`src/rtl/pt_pkg.sv`:
```
// Shared constants and types of the paired 16/32-bit timer block.
`default_nettype none

package pt_pkg;

   // ************************************************************
   // Register map, byte addresses of 32-bit words.
   // ************************************************************
   localparam logic [7:0] OFS_LO_CTL   = 8'h00;
   localparam logic [7:0] OFS_HI_CTL   = 8'h04;
   localparam logic [7:0] OFS_CNT_LO   = 8'h08;
   localparam logic [7:0] OFS_CNT_HI   = 8'h0c;
   localparam logic [7:0] OFS_PER_LO   = 8'h10;
   localparam logic [7:0] OFS_PER_HI   = 8'h14;
   localparam logic [7:0] OFS_HOLD     = 8'h18;
   localparam logic [7:0] OFS_IRQ_STAT = 8'h1c;
   localparam logic [7:0] OFS_IRQ_EN   = 8'h20;
   localparam logic [7:0] OFS_IRQ_CLR  = 8'h24;

   // ************************************************************
   // Control register fields.
   // ************************************************************
   localparam int BIT_ON   = 15;
   localparam int BIT_IDLE = 13;
   localparam int BIT_GATE = 6;
   localparam int BIT_PS_H = 5;
   localparam int BIT_PS_L = 4;
   localparam int BIT_PAIR = 3;
   localparam int BIT_CS   = 1;

   localparam logic [15:0] LO_CTL_MASK = 16'ha07a;
   localparam logic [15:0] HI_CTL_MASK = 16'ha072;

   // ************************************************************
   // Reset values.
   // ************************************************************
   localparam logic [15:0] CTL_RESET = 16'h0000;
   localparam logic [15:0] CNT_RESET = 16'h0000;
   localparam logic [15:0] PER_RESET = 16'hffff;
   localparam logic [1:0]  IRQ_RESET = 2'h0;

   // ************************************************************
   // Interrupt bits and prescaler encodings.
   // ************************************************************
   localparam int IRQ_LO = 0;
   localparam int IRQ_HI = 1;

   typedef enum logic [1:0] {
      PS_1   = 2'b00,
      PS_8   = 2'b01,
      PS_64  = 2'b10,
      PS_256 = 2'b11
   } pt_ps_e;

   localparam logic [7:0] TERM_1   = 8'h00;
   localparam logic [7:0] TERM_8   = 8'h07;
   localparam logic [7:0] TERM_64  = 8'h3f;
   localparam logic [7:0] TERM_256 = 8'hff;

   typedef logic [15:0] pt_word_t;

endpackage : pt_pkg

`default_nettype wire

```
`src/rtl/pt_if.sv`:
```
// Interfaces between the timer top and its prescaler and interrupt modules.
`default_nettype none

interface pt_presc_if;
   logic       run;
   logic       cs;
   logic       gate_en;
   logic       clr;
   logic [1:0] ps;
   logic       ext_pin;
   logic       gate_pin;
   logic       tick;
   modport ctl   (output run, cs, gate_en, clr, ps, ext_pin, gate_pin, input tick);
   modport presc (input run, cs, gate_en, clr, ps, ext_pin, gate_pin, output tick);
endinterface : pt_presc_if

interface pt_irq_if;
   logic [1:0] set;
   logic [1:0] clr;
   logic       en_we;
   logic [1:0] en_d;
   logic [1:0] status;
   logic [1:0] enable;
   logic       irq;
   modport ctl (output set, clr, en_we, en_d, input status, enable, irq);
   modport irq_side (input set, clr, en_we, en_d, output status, enable, irq);
endinterface : pt_irq_if

`default_nettype wire

```
`src/rtl/pt_presc.sv`:
```
// Count-source selection, gating and prescaler of one timer lane.
`default_nettype none

module pt_presc (
   // Lane control and tick.
   pt_presc_if.presc p,
   // Clock and reset.
   input wire logic  clk,
   input wire logic  rst_b
);
   import pt_pkg::*;

   logic       ext_prev_reg;
   logic [7:0] div_reg;
   logic [7:0] term;
   logic       src_pulse;

   always_comb begin
      unique case (pt_ps_e'(p.ps))
         PS_1:   term = TERM_1;
         PS_8:   term = TERM_8;
         PS_64:  term = TERM_64;
         PS_256: term = TERM_256;
      endcase
   end

   // The external input is counted on its rising edge, sampled on clk.
   assign src_pulse = p.run & (p.cs ? (p.ext_pin & ~ext_prev_reg)
                                    : (~p.gate_en | p.gate_pin));
   assign p.tick = src_pulse & ~p.clr & (div_reg == term);

   always_ff @(posedge clk or negedge rst_b) begin
      if (!rst_b) begin
         ext_prev_reg <= 1'b0;
      end else begin
         ext_prev_reg <= p.ext_pin;
      end
   end

   always_ff @(posedge clk or negedge rst_b) begin
      if (!rst_b) begin
         div_reg <= 8'h00;
      end else if (p.clr || !p.run) begin
         div_reg <= 8'h00;
      end else if (src_pulse) begin
         div_reg <= (div_reg == term) ? 8'h00 : 8'(div_reg + 8'h01);
      end
   end
endmodule : pt_presc

`default_nettype wire

```
`src/rtl/pt_irq.sv`:
```
// Sticky interrupt status, enable mask and level interrupt output.
`default_nettype none

module pt_irq (
   // Events, clears and status.
   pt_irq_if.irq_side q,
   // Clock and reset.
   input wire logic   clk,
   input wire logic   rst_b
);
   import pt_pkg::*;

   always_ff @(posedge clk or negedge rst_b) begin
      if (!rst_b) begin
         q.status <= IRQ_RESET;
      end else begin
         // A new event beats a clear in the same cycle.
         q.status <= (q.status & ~q.clr) | q.set;
      end
   end

   always_ff @(posedge clk or negedge rst_b) begin
      if (!rst_b) begin
         q.enable <= IRQ_RESET;
      end else if (q.en_we) begin
         q.enable <= q.en_d;
      end
   end

   assign q.irq = |(q.status & q.enable);
endmodule : pt_irq

`default_nettype wire

```
`src/rtl/pt_timer.sv`:
```
// Paired 16/32-bit timer with a classic Wishbone register slave.
`default_nettype none

// Function
// - Pair select bit 3 of lower control joins both timers into one 32-bit timer.
// - While paired, every upper control bit is ignored.
// - Paired mode uses lower clock and gate but raises the upper interrupt flag.
// - Upper period is the high word, lower period the low word.
// - Upper count holds the high word, lower count the low word.
// - Count equal to period raises a period-match event.
// - Only the first pair drives the ADC trigger, from the upper match.
// - On bit starts or stops the timer; lower bit governs the pair when joined.
// - Idle-stop bit suspends counting while the system is idle.
// - With internal clock and gate enabled, count only while gate is high.
// - Prescale field selects 1:1, 1:8, 1:64 or 1:256.
// - Clock-source bit selects external rising edges or the internal clock.
// - Writing control while running clears the prescaler; software should avoid it.
// - Split timers support all 16-bit modes except asynchronous counting.
// - Joined pair is a 32-bit timer or synchronous 32-bit counter.
// - Unimplemented control bits read zero; all control bits reset to zero.
module pt_timer #(
   parameter bit FIRST_PAIR = 1'b1
) (
   // Clock and reset.
   input  wire logic        clk,
   input  wire logic        rst_b,
   // Wishbone register slave.
   input  wire logic        wb_cyc_i,
   input  wire logic        wb_stb_i,
   input  wire logic        wb_we_i,
   input  wire logic [7:0]  wb_adr_i,
   input  wire logic [3:0]  wb_sel_i,
   input  wire logic [31:0] wb_dat_i,
   output logic      [31:0] wb_dat_o,
   output logic             wb_ack_o,
   // Timer pins.
   input  wire logic        external_clock_pin_lo,
   input  wire logic        external_clock_pin_hi,
   input  wire logic        gate_pin_lo,
   input  wire logic        gate_pin_hi,
   input  wire logic        idle_mode,
   // Events.
   output logic             irq,
   output logic             adc_trigger
);
   import pt_pkg::*;

   // ************************************************************
   // Registers and nets.
   // ************************************************************
   pt_word_t    lower_timer_control_reg;
   pt_word_t    upper_timer_control_reg;
   pt_word_t    count_low_word_reg;
   pt_word_t    count_high_word_reg;
   pt_word_t    period_low_word_reg;
   pt_word_t    period_high_word_reg;
   pt_word_t    high_word_hold_reg;
   logic        ack_reg;
   logic [31:0] dat_reg;
   logic [31:0] dat_next;
   logic        adc_reg;
   logic        wr_now;
   logic        rd_now;
   logic        pair_select;
   logic        tick_lo;
   logic        tick_hi;
   logic        match_lo;
   logic        match_hi;
   logic        match32;
   logic        ev_lo;
   logic        ev_hi;

   pt_presc_if pl ();
   pt_presc_if ph ();
   pt_irq_if   iq ();

   // ************************************************************
   // Bus slave helpers.
   // ************************************************************
   function automatic pt_word_t merge(input pt_word_t old_v);
      merge[15:8] = wb_sel_i[1] ? wb_dat_i[15:8] : old_v[15:8];
      merge[7:0]  = wb_sel_i[0] ? wb_dat_i[7:0]  : old_v[7:0];
   endfunction : merge

   function automatic logic wr_hit(input logic [7:0] ofs);
      wr_hit = wr_now && (wb_adr_i == ofs);
   endfunction : wr_hit

   // A request is answered one cycle after it appears. A write lands on the
   // edge where the master sees ack; a read is taken one edge earlier, when
   // its data is registered, so the high word hold matches the low word read.
   assign wr_now = ack_reg & wb_cyc_i & wb_stb_i & wb_we_i;
   assign rd_now = ~ack_reg & wb_cyc_i & wb_stb_i & ~wb_we_i;

   always_ff @(posedge clk or negedge rst_b) begin
      if (!rst_b) begin
         ack_reg <= 1'b0;
      end else begin
         ack_reg <= wb_cyc_i & wb_stb_i & ~ack_reg;
      end
   end

   always_comb begin
      dat_next = 32'h0000_0000;
      unique case (wb_adr_i)
         OFS_LO_CTL:   dat_next[15:0] = lower_timer_control_reg & LO_CTL_MASK;
         OFS_HI_CTL:   dat_next[15:0] = upper_timer_control_reg & HI_CTL_MASK;
         OFS_CNT_LO:   dat_next[15:0] = count_low_word_reg;
         OFS_CNT_HI:   dat_next[15:0] = count_high_word_reg;
         OFS_PER_LO:   dat_next[15:0] = period_low_word_reg;
         OFS_PER_HI:   dat_next[15:0] = period_high_word_reg;
         OFS_HOLD:     dat_next[15:0] = high_word_hold_reg;
         OFS_IRQ_STAT: dat_next[1:0]  = iq.status;
         OFS_IRQ_EN:   dat_next[1:0]  = iq.enable;
         default:      dat_next       = 32'h0000_0000;
      endcase
   end

   always_ff @(posedge clk or negedge rst_b) begin
      if (!rst_b) begin
         dat_reg <= 32'h0000_0000;
      end else if (wb_cyc_i && wb_stb_i && !ack_reg) begin
         dat_reg <= dat_next;
      end
   end

   assign wb_ack_o = ack_reg;
   assign wb_dat_o = dat_reg;

   // ************************************************************
   // Control and period registers.
   // ************************************************************
   always_ff @(posedge clk or negedge rst_b) begin
      if (!rst_b) begin
         lower_timer_control_reg <= CTL_RESET;
      end else if (wr_hit(OFS_LO_CTL)) begin
         lower_timer_control_reg <= merge(lower_timer_control_reg) & LO_CTL_MASK;
      end
   end

   always_ff @(posedge clk or negedge rst_b) begin
      if (!rst_b) begin
         upper_timer_control_reg <= CTL_RESET;
      end else if (wr_hit(OFS_HI_CTL)) begin
         upper_timer_control_reg <= merge(upper_timer_control_reg) & HI_CTL_MASK;
      end
   end

   always_ff @(posedge clk or negedge rst_b) begin
      if (!rst_b) begin
         period_low_word_reg  <= PER_RESET;
         period_high_word_reg <= PER_RESET;
      end else begin
         if (wr_hit(OFS_PER_LO)) begin
            period_low_word_reg <= merge(period_low_word_reg);
         end
         if (wr_hit(OFS_PER_HI)) begin
            period_high_word_reg <= merge(period_high_word_reg);
         end
      end
   end

   // ************************************************************
   // Lane configuration.
   // ************************************************************
   assign pair_select = lower_timer_control_reg[BIT_PAIR];

   // Both lanes count synchronously to clk; there is no asynchronous
   // counter path, so an external clock must be no faster than clk / 2.
   assign pl.run = lower_timer_control_reg[BIT_ON]
                   & ~(lower_timer_control_reg[BIT_IDLE] & idle_mode);
   assign pl.cs       = lower_timer_control_reg[BIT_CS];
   assign pl.gate_en  = lower_timer_control_reg[BIT_GATE];
   assign pl.ps       = lower_timer_control_reg[BIT_PS_H:BIT_PS_L];
   assign pl.ext_pin  = external_clock_pin_lo;
   assign pl.gate_pin = gate_pin_lo;
   assign pl.clr      = wr_hit(OFS_LO_CTL) & lower_timer_control_reg[BIT_ON];

   // The upper lane is held still while paired, whatever its own bits say.
   assign ph.run = ~pair_select & upper_timer_control_reg[BIT_ON]
                   & ~(upper_timer_control_reg[BIT_IDLE] & idle_mode);
   assign ph.cs       = upper_timer_control_reg[BIT_CS];
   assign ph.gate_en  = upper_timer_control_reg[BIT_GATE];
   assign ph.ps       = upper_timer_control_reg[BIT_PS_H:BIT_PS_L];
   assign ph.ext_pin  = external_clock_pin_hi;
   assign ph.gate_pin = gate_pin_hi;
   assign ph.clr      = wr_hit(OFS_HI_CTL) & upper_timer_control_reg[BIT_ON];

   pt_presc u_presc_lo (
      .p     (pl),
      .clk   (clk),
      .rst_b (rst_b)
   );

   pt_presc u_presc_hi (
      .p     (ph),
      .clk   (clk),
      .rst_b (rst_b)
   );

   // ************************************************************
   // Counters and period match.
   // ************************************************************
   assign tick_lo  = pl.tick;
   assign tick_hi  = pair_select ? pl.tick : ph.tick;
   assign match_lo = count_low_word_reg == period_low_word_reg;
   assign match_hi = count_high_word_reg == period_high_word_reg;
   assign match32  = match_hi & match_lo;

   assign ev_lo = ~pair_select & tick_lo & match_lo;
   assign ev_hi = tick_hi & match_hi & (~pair_select | match_lo);

   always_ff @(posedge clk or negedge rst_b) begin
      if (!rst_b) begin
         count_low_word_reg <= CNT_RESET;
      end else if (wr_hit(OFS_CNT_LO)) begin
         count_low_word_reg <= merge(count_low_word_reg);
      end else if (tick_lo) begin
         count_low_word_reg <= (pair_select ? match32 : match_lo) ? CNT_RESET
                               : 16'(count_low_word_reg + 16'h0001);
      end
   end

   always_ff @(posedge clk or negedge rst_b) begin
      if (!rst_b) begin
         count_high_word_reg <= CNT_RESET;
      end else if (wr_hit(OFS_CNT_HI)) begin
         count_high_word_reg <= merge(count_high_word_reg);
      end else if (tick_hi) begin
         if (match_hi && (!pair_select || match_lo)) begin
            count_high_word_reg <= CNT_RESET;
         end else if (!pair_select || count_low_word_reg == 16'hffff) begin
            count_high_word_reg <= 16'(count_high_word_reg + 16'h0001);
         end
      end
   end

   // Reading the low word freezes the high word so both halves agree.
   always_ff @(posedge clk or negedge rst_b) begin
      if (!rst_b) begin
         high_word_hold_reg <= CNT_RESET;
      end else if (rd_now && wb_adr_i == OFS_CNT_LO) begin
         high_word_hold_reg <= count_high_word_reg;
      end
   end

   // ************************************************************
   // Interrupts and ADC trigger.
   // ************************************************************
   assign iq.set   = {ev_hi, ev_lo};
   assign iq.clr   = wr_hit(OFS_IRQ_CLR) ? wb_dat_i[1:0] : 2'b00;
   assign iq.en_we = wr_hit(OFS_IRQ_EN);
   assign iq.en_d  = wb_dat_i[1:0];

   pt_irq u_irq (
      .q     (iq),
      .clk   (clk),
      .rst_b (rst_b)
   );

   assign irq = iq.irq;

   always_ff @(posedge clk or negedge rst_b) begin
      if (!rst_b) begin
         adc_reg <= 1'b0;
      end else begin
         adc_reg <= FIRST_PAIR & ev_hi;
      end
   end

   assign adc_trigger = adc_reg;
endmodule : pt_timer

`default_nettype wire

```
`config.mk`:
```
export PLATFORM = sky130hd
export DESIGN_NAME = pt_timer
export DESIGN_NICKNAME = d
export VERILOG_FILES = /design/src/rtl/pt_pkg.sv /design/src/rtl/pt_if.sv /design/src/rtl/pt_presc.sv /design/src/rtl/pt_irq.sv /design/src/rtl/pt_timer.sv
export SDC_FILE = /design/constraint.sdc
export NUM_CORES = 1
export LEC_CHECK = 0
export BUFFER_PORTS_ARGS = -buffer_cell sky130_fd_sc_hd__clkbuf_2
export CORE_ASPECT_RATIO = 2
export CORE_MARGIN = 10
export CORE_UTILIZATION = 40
export CTS_CLUSTER_SIZE = 12
export DETAILED_ROUTE_END_ITERATION = 10
export PLACE_DENSITY = 0.68
export RECOVER_POWER = 100
export SYNTH_ARGS = -nofsm -noshare
export SYNTH_HDL_FRONTEND = slang
export SYNTH_SLANG_ARGS = --single-unit
```
`constraint.sdc`:
```
create_clock -name clk -period 4.7 [get_ports clk]
set_input_delay 0.235 -clock clk [delete_from_list [all_inputs] [get_ports clk]]
set_output_delay 0.235 -clock clk [all_outputs]
set_load 0.05 [all_outputs]
```
==> impl_results.rst <==
.. list-table::
   :header-rows: 1

   * - Metric
     - Value
   * - Primary FF master, synth
     - dfrtp_1
   * - Placeable core region
     - 18300 µm²
   * - Mean instance size in the synthesized netlist
     - 9.80 µm²
   * - Failing checks
     - capacitance limit, slew limit
   * - Aggregate global-route resource usage
     - 19.4%
   * - Clock sink total
     - 133
   * - Highest-count cells in the layout ignoring fill and taps
     - dfrtp_1, nand2_1, mux2_2, nor2_1, o21ai_0
   * - Global-route wire length before repair
     - 36.5 mm
   * - Largest net degree at the start of global routing
     - 101
   * - Power per Cell Area
     - 313 nW/µm²
   * - Worst Clk Skew
     - 0.00958 ns
   * - Kind of start point of the critical path
     - flop
   * - Pre-Repair DR Iteration Count
     - 7
   * - Highest Clock Rate
     - 286 MHz
   * - Height of the chip
     - 213 µm
   * - X dimension of the die
     - 117 µm
   * - Sum of negative setup slack
     - 0 ns
   * - Last weighted congestion value of the routability-driven placer
     - 0.966
   * - Root buffer selected by CTS
     - clkbuf_16
   * - Ranking of synthesized cells by area
     - dfrtp_1, dfstp_2, mux2_2, xor2_1, nand2_1
   * - Gate power share
     - 4.6%
   * - Layout area overhead
     - 12.0%
   * - Clk_lat worst skew
     - 0.43 ns
   * - Detail-routed net length per standard cell
     - 22.9 µm
   * - CP Data Required Time
     - 5.03 ns
   * - Die area
     - 24900 µm²
   * - Internal power component
     - 0.00198 W
   * - Maximum ir drop on the vdd rail
     - 0.000256 V
   * - Antenna violations before repair
     - 0
   * - Count of routing violations after the opening detailed-route iteration
     - 595
   * - Via density
     - 6.27
   * - Post-synth EDFFs
     - 0
   * - Vias in the first global route
     - 6428
   * - Number of different library cells in the post-synthesis netlist
     - 73
   * - Number of max-slew violations in the final report
     - 101
   * - Count of buffers from port buffering
     - 54
   * - Post-route cell area
     - 8370 µm²
   * - Final HPWL from detailed placement
     - 17.7 mm
   * - Critical path start-end classification
     - flop to flop
   * - Largest driver fanout on the critical path
     - 11
   * - Initial Util
     - 40.8%
   * - Final Setup Violations
     - 0
   * - Cts hold-fix bufs
     - 3
   * - Clk pwr share
     - 50.9%
   * - Crit end category
     - flop
   * - Total number of vias
     - 6474
   * - Total of warnings raised by yosys
     - 0
   * - Synth Register Bits
     - 133
   * - Share of total power consumed by net switching
     - 24.4%
   * - Post-detailed-placement cell area
     - 7820 µm²
   * - Number of cell instances on the worst register-to-register path
     - 6
   * - Clock Tree Buf Depth
     - 2
   * - Layout fillers
     - 1755
   * - Top cell type's share of synthesized area
     - 33.8%
   * - Layout cells sized above 1
     - 20.0%
   * - Slew at the pin closest to its max-slew limit
     - 2.52 ns
   * - RSZ-0062 raised after global routing
     - no
   * - Post-synthesis instance total
     - 763
   * - IO Count
     - 89
   * - Seq pwr share
     - 44.5%
   * - TritonCTS Buffers
     - 17
   * - Number of buffers inserted to repair setup after CTS
     - 0
   * - Residual DRC
     - 0
   * - Crit path time final
     - 3.50 ns
   * - Hold depth
     - 3
   * - Arrival time of data at the critical path endpoint
     - 3.83 ns
   * - Area of the mapped netlist
     - 7470 µm²
   * - Relative slew margins
     - -68.2%
   * - Number of violations of the max-capacitance limit
     - 1
   * - Count of H-tree levels built during CTS
     - 4
   * - Async S/R FF share, synth
     - 100%
   * - Leakage dissipation
     - 3.75 nW
   * - FF/Latch Area
     - 3370 µm²
   * - Count of instances resized after the clock tree is built
     - 0
   * - Register clock-pin slew on the reported worst setup and hold paths
     - 0.06 ns
   * - Final layout net count
     - 861
   * - Antenna Cells
     - 0
   * - Net Sw Power
     - 0.000639 W
   * - Leading cell type in the layout, fill and taps excluded
     - dfrtp_1
   * - Total grt overflow
     - 0
   * - Run status
     - finished with violations
   * - Final cycle utilization of the critical path
     - 74.4%
   * - CTS tree
     - built
   * - Number of hold violations in the final report
     - 0
   * - Drt total wl
     - 23.7 mm
   * - Detail Route Antenna Nets
     - 0
   * - Type of the worst min-delay path
     - primary input to flop
   * - Area used by multi-input combinational logic
     - 3760 µm²
   * - Share of synthesized area occupied by flip-flops and latches
     - 45.1%
   * - Placement row count
     - 70
   * - Cell taking the most area after synthesis
     - dfrtp_1
## logic make-up (layout without fill, tap and decap cells)
kind of cell,count (synthesis),count (layout),share of synthesized area [%]
AO/OA/AOI/OAI,218,218,20.1
XOR/XNOR,34,34,3.98
adder cells (fa/ha/maj),4,4,0.670
buffers and inverters,74,112,4.89
flip-flops,133,133,45.1
multiplexers,57,57,8.60
other,1,16,0.0502
AND/OR/NAND/NOR,242,242,16.6
## Yosys cell counts (all sizes together) (4+ instances only)
library cell	n
nand3b	6
nor4	13
nand4	7
a21o	15
a31oi	11
mux2	55
o21ai	48
o22ai	12
ha	4
or3	7
buf	28
a21oi	39
or2	5
clkbuf	29
o211ai	6
inv	17
a22oi	24
nor2	47
and3	20
dfrtp	101
a22o	7
o31ai	7
xor2	34
dfstp	32
and2	8
a32oi	6
nor2b	5
a222oi	16
nand3	25
nor3b	5
nand2	64
nor3	18
## through the flow
stage | cells | setup slack [ns] | hold WS, ns | total power (W) | utilization (%)
after floorplan | 778 | 2.28 | -0.0606 | 0.00124 | -
after global placement | 997 | 1.60 | 0.358 | 0.00130 | 42.7
after detailed placement | 997 | 1.61 | 0.359 | 0.00130 | 42.7
after CTS | 1032 | 1.57 | 0.164 | 0.00264 | 46.1
after global routing | 1032 | 0.976 | 0.160 | 0.00269 | 45.7
final | 1032 | 1.20 | 0.164 | 0.00262 | 45.7
## path summary, 6_finish.rpt
path,from,to,slack (ns)
worst max-delay path,u_presc_hi.div_reg[4]$_DFFE_PN0P_,count_high_word_reg[5]$_DFFE_PN0P_,1.20
worst min-delay path,wb_dat_i[14],count_low_word_reg[14]$_DFFE_PN0P_,0.16
worst max register to register,u_presc_hi.div_reg[4]$_DFFE_PN0P_,count_high_word_reg[5]$_DFFE_PN0P_,1.20
worst min register to register,wb_dat_o[5]$_DFFE_PN0P_,wb_dat_o[5]$_DFFE_PN0P_,0.47
max in group asynchronous,rst_b,count_high_word_reg[9]$_DFFE_PN0P_,1.65
min in group asynchronous,rst_b,high_word_hold_reg[12]$_DFFE_PN0P_,1.11
## cell type report
class	instances	area share (%)
Multi-Input combinational cell	571	45.0
Sequential cell	133	40.3
Clock buffer	19	5.29
Timing Repair Buffer	63	3.68
Tap cell	216	3.23
Clock inverter	13	1.81
Inverter	17	0.763
## power by group through the flow
stage	registers (W)	clock network, W	logic, W
after floorplan	0.00118	0	0.0000592
after global placement	0.00118	0	0.000118
after detailed placement	0.00118	0	0.000119
after CTS	0.00116	0.00135	0.000121
after global routing	0.00116	0.00140	0.000129
final	0.00116	0.00133	0.000120
## per-layer routing
| metal | track usage (%) | up-vias | wire (µm) |
|---|---|---|---|
| li1 | - | 2912 | - |
| met1 | 19.6 | 3137 | 8160 |
| met2 | 33.8 | 309 | 12000 |
| met3 | 3.77 | 116 | 1460 |
| met4 | 15.0 | 0 | 2060 |
| met5 | 0 | - | 0 |
## critical path: stages (launching register included)
cell      delay [ns]
dfrtp_1         0.44
or4_1           0.54
a221oi_1        0.91
a32o_1          0.45
nand3_1         0.38
and2_0          0.43
o21ai_0         0.25
(Power assumes the default switching activity.)
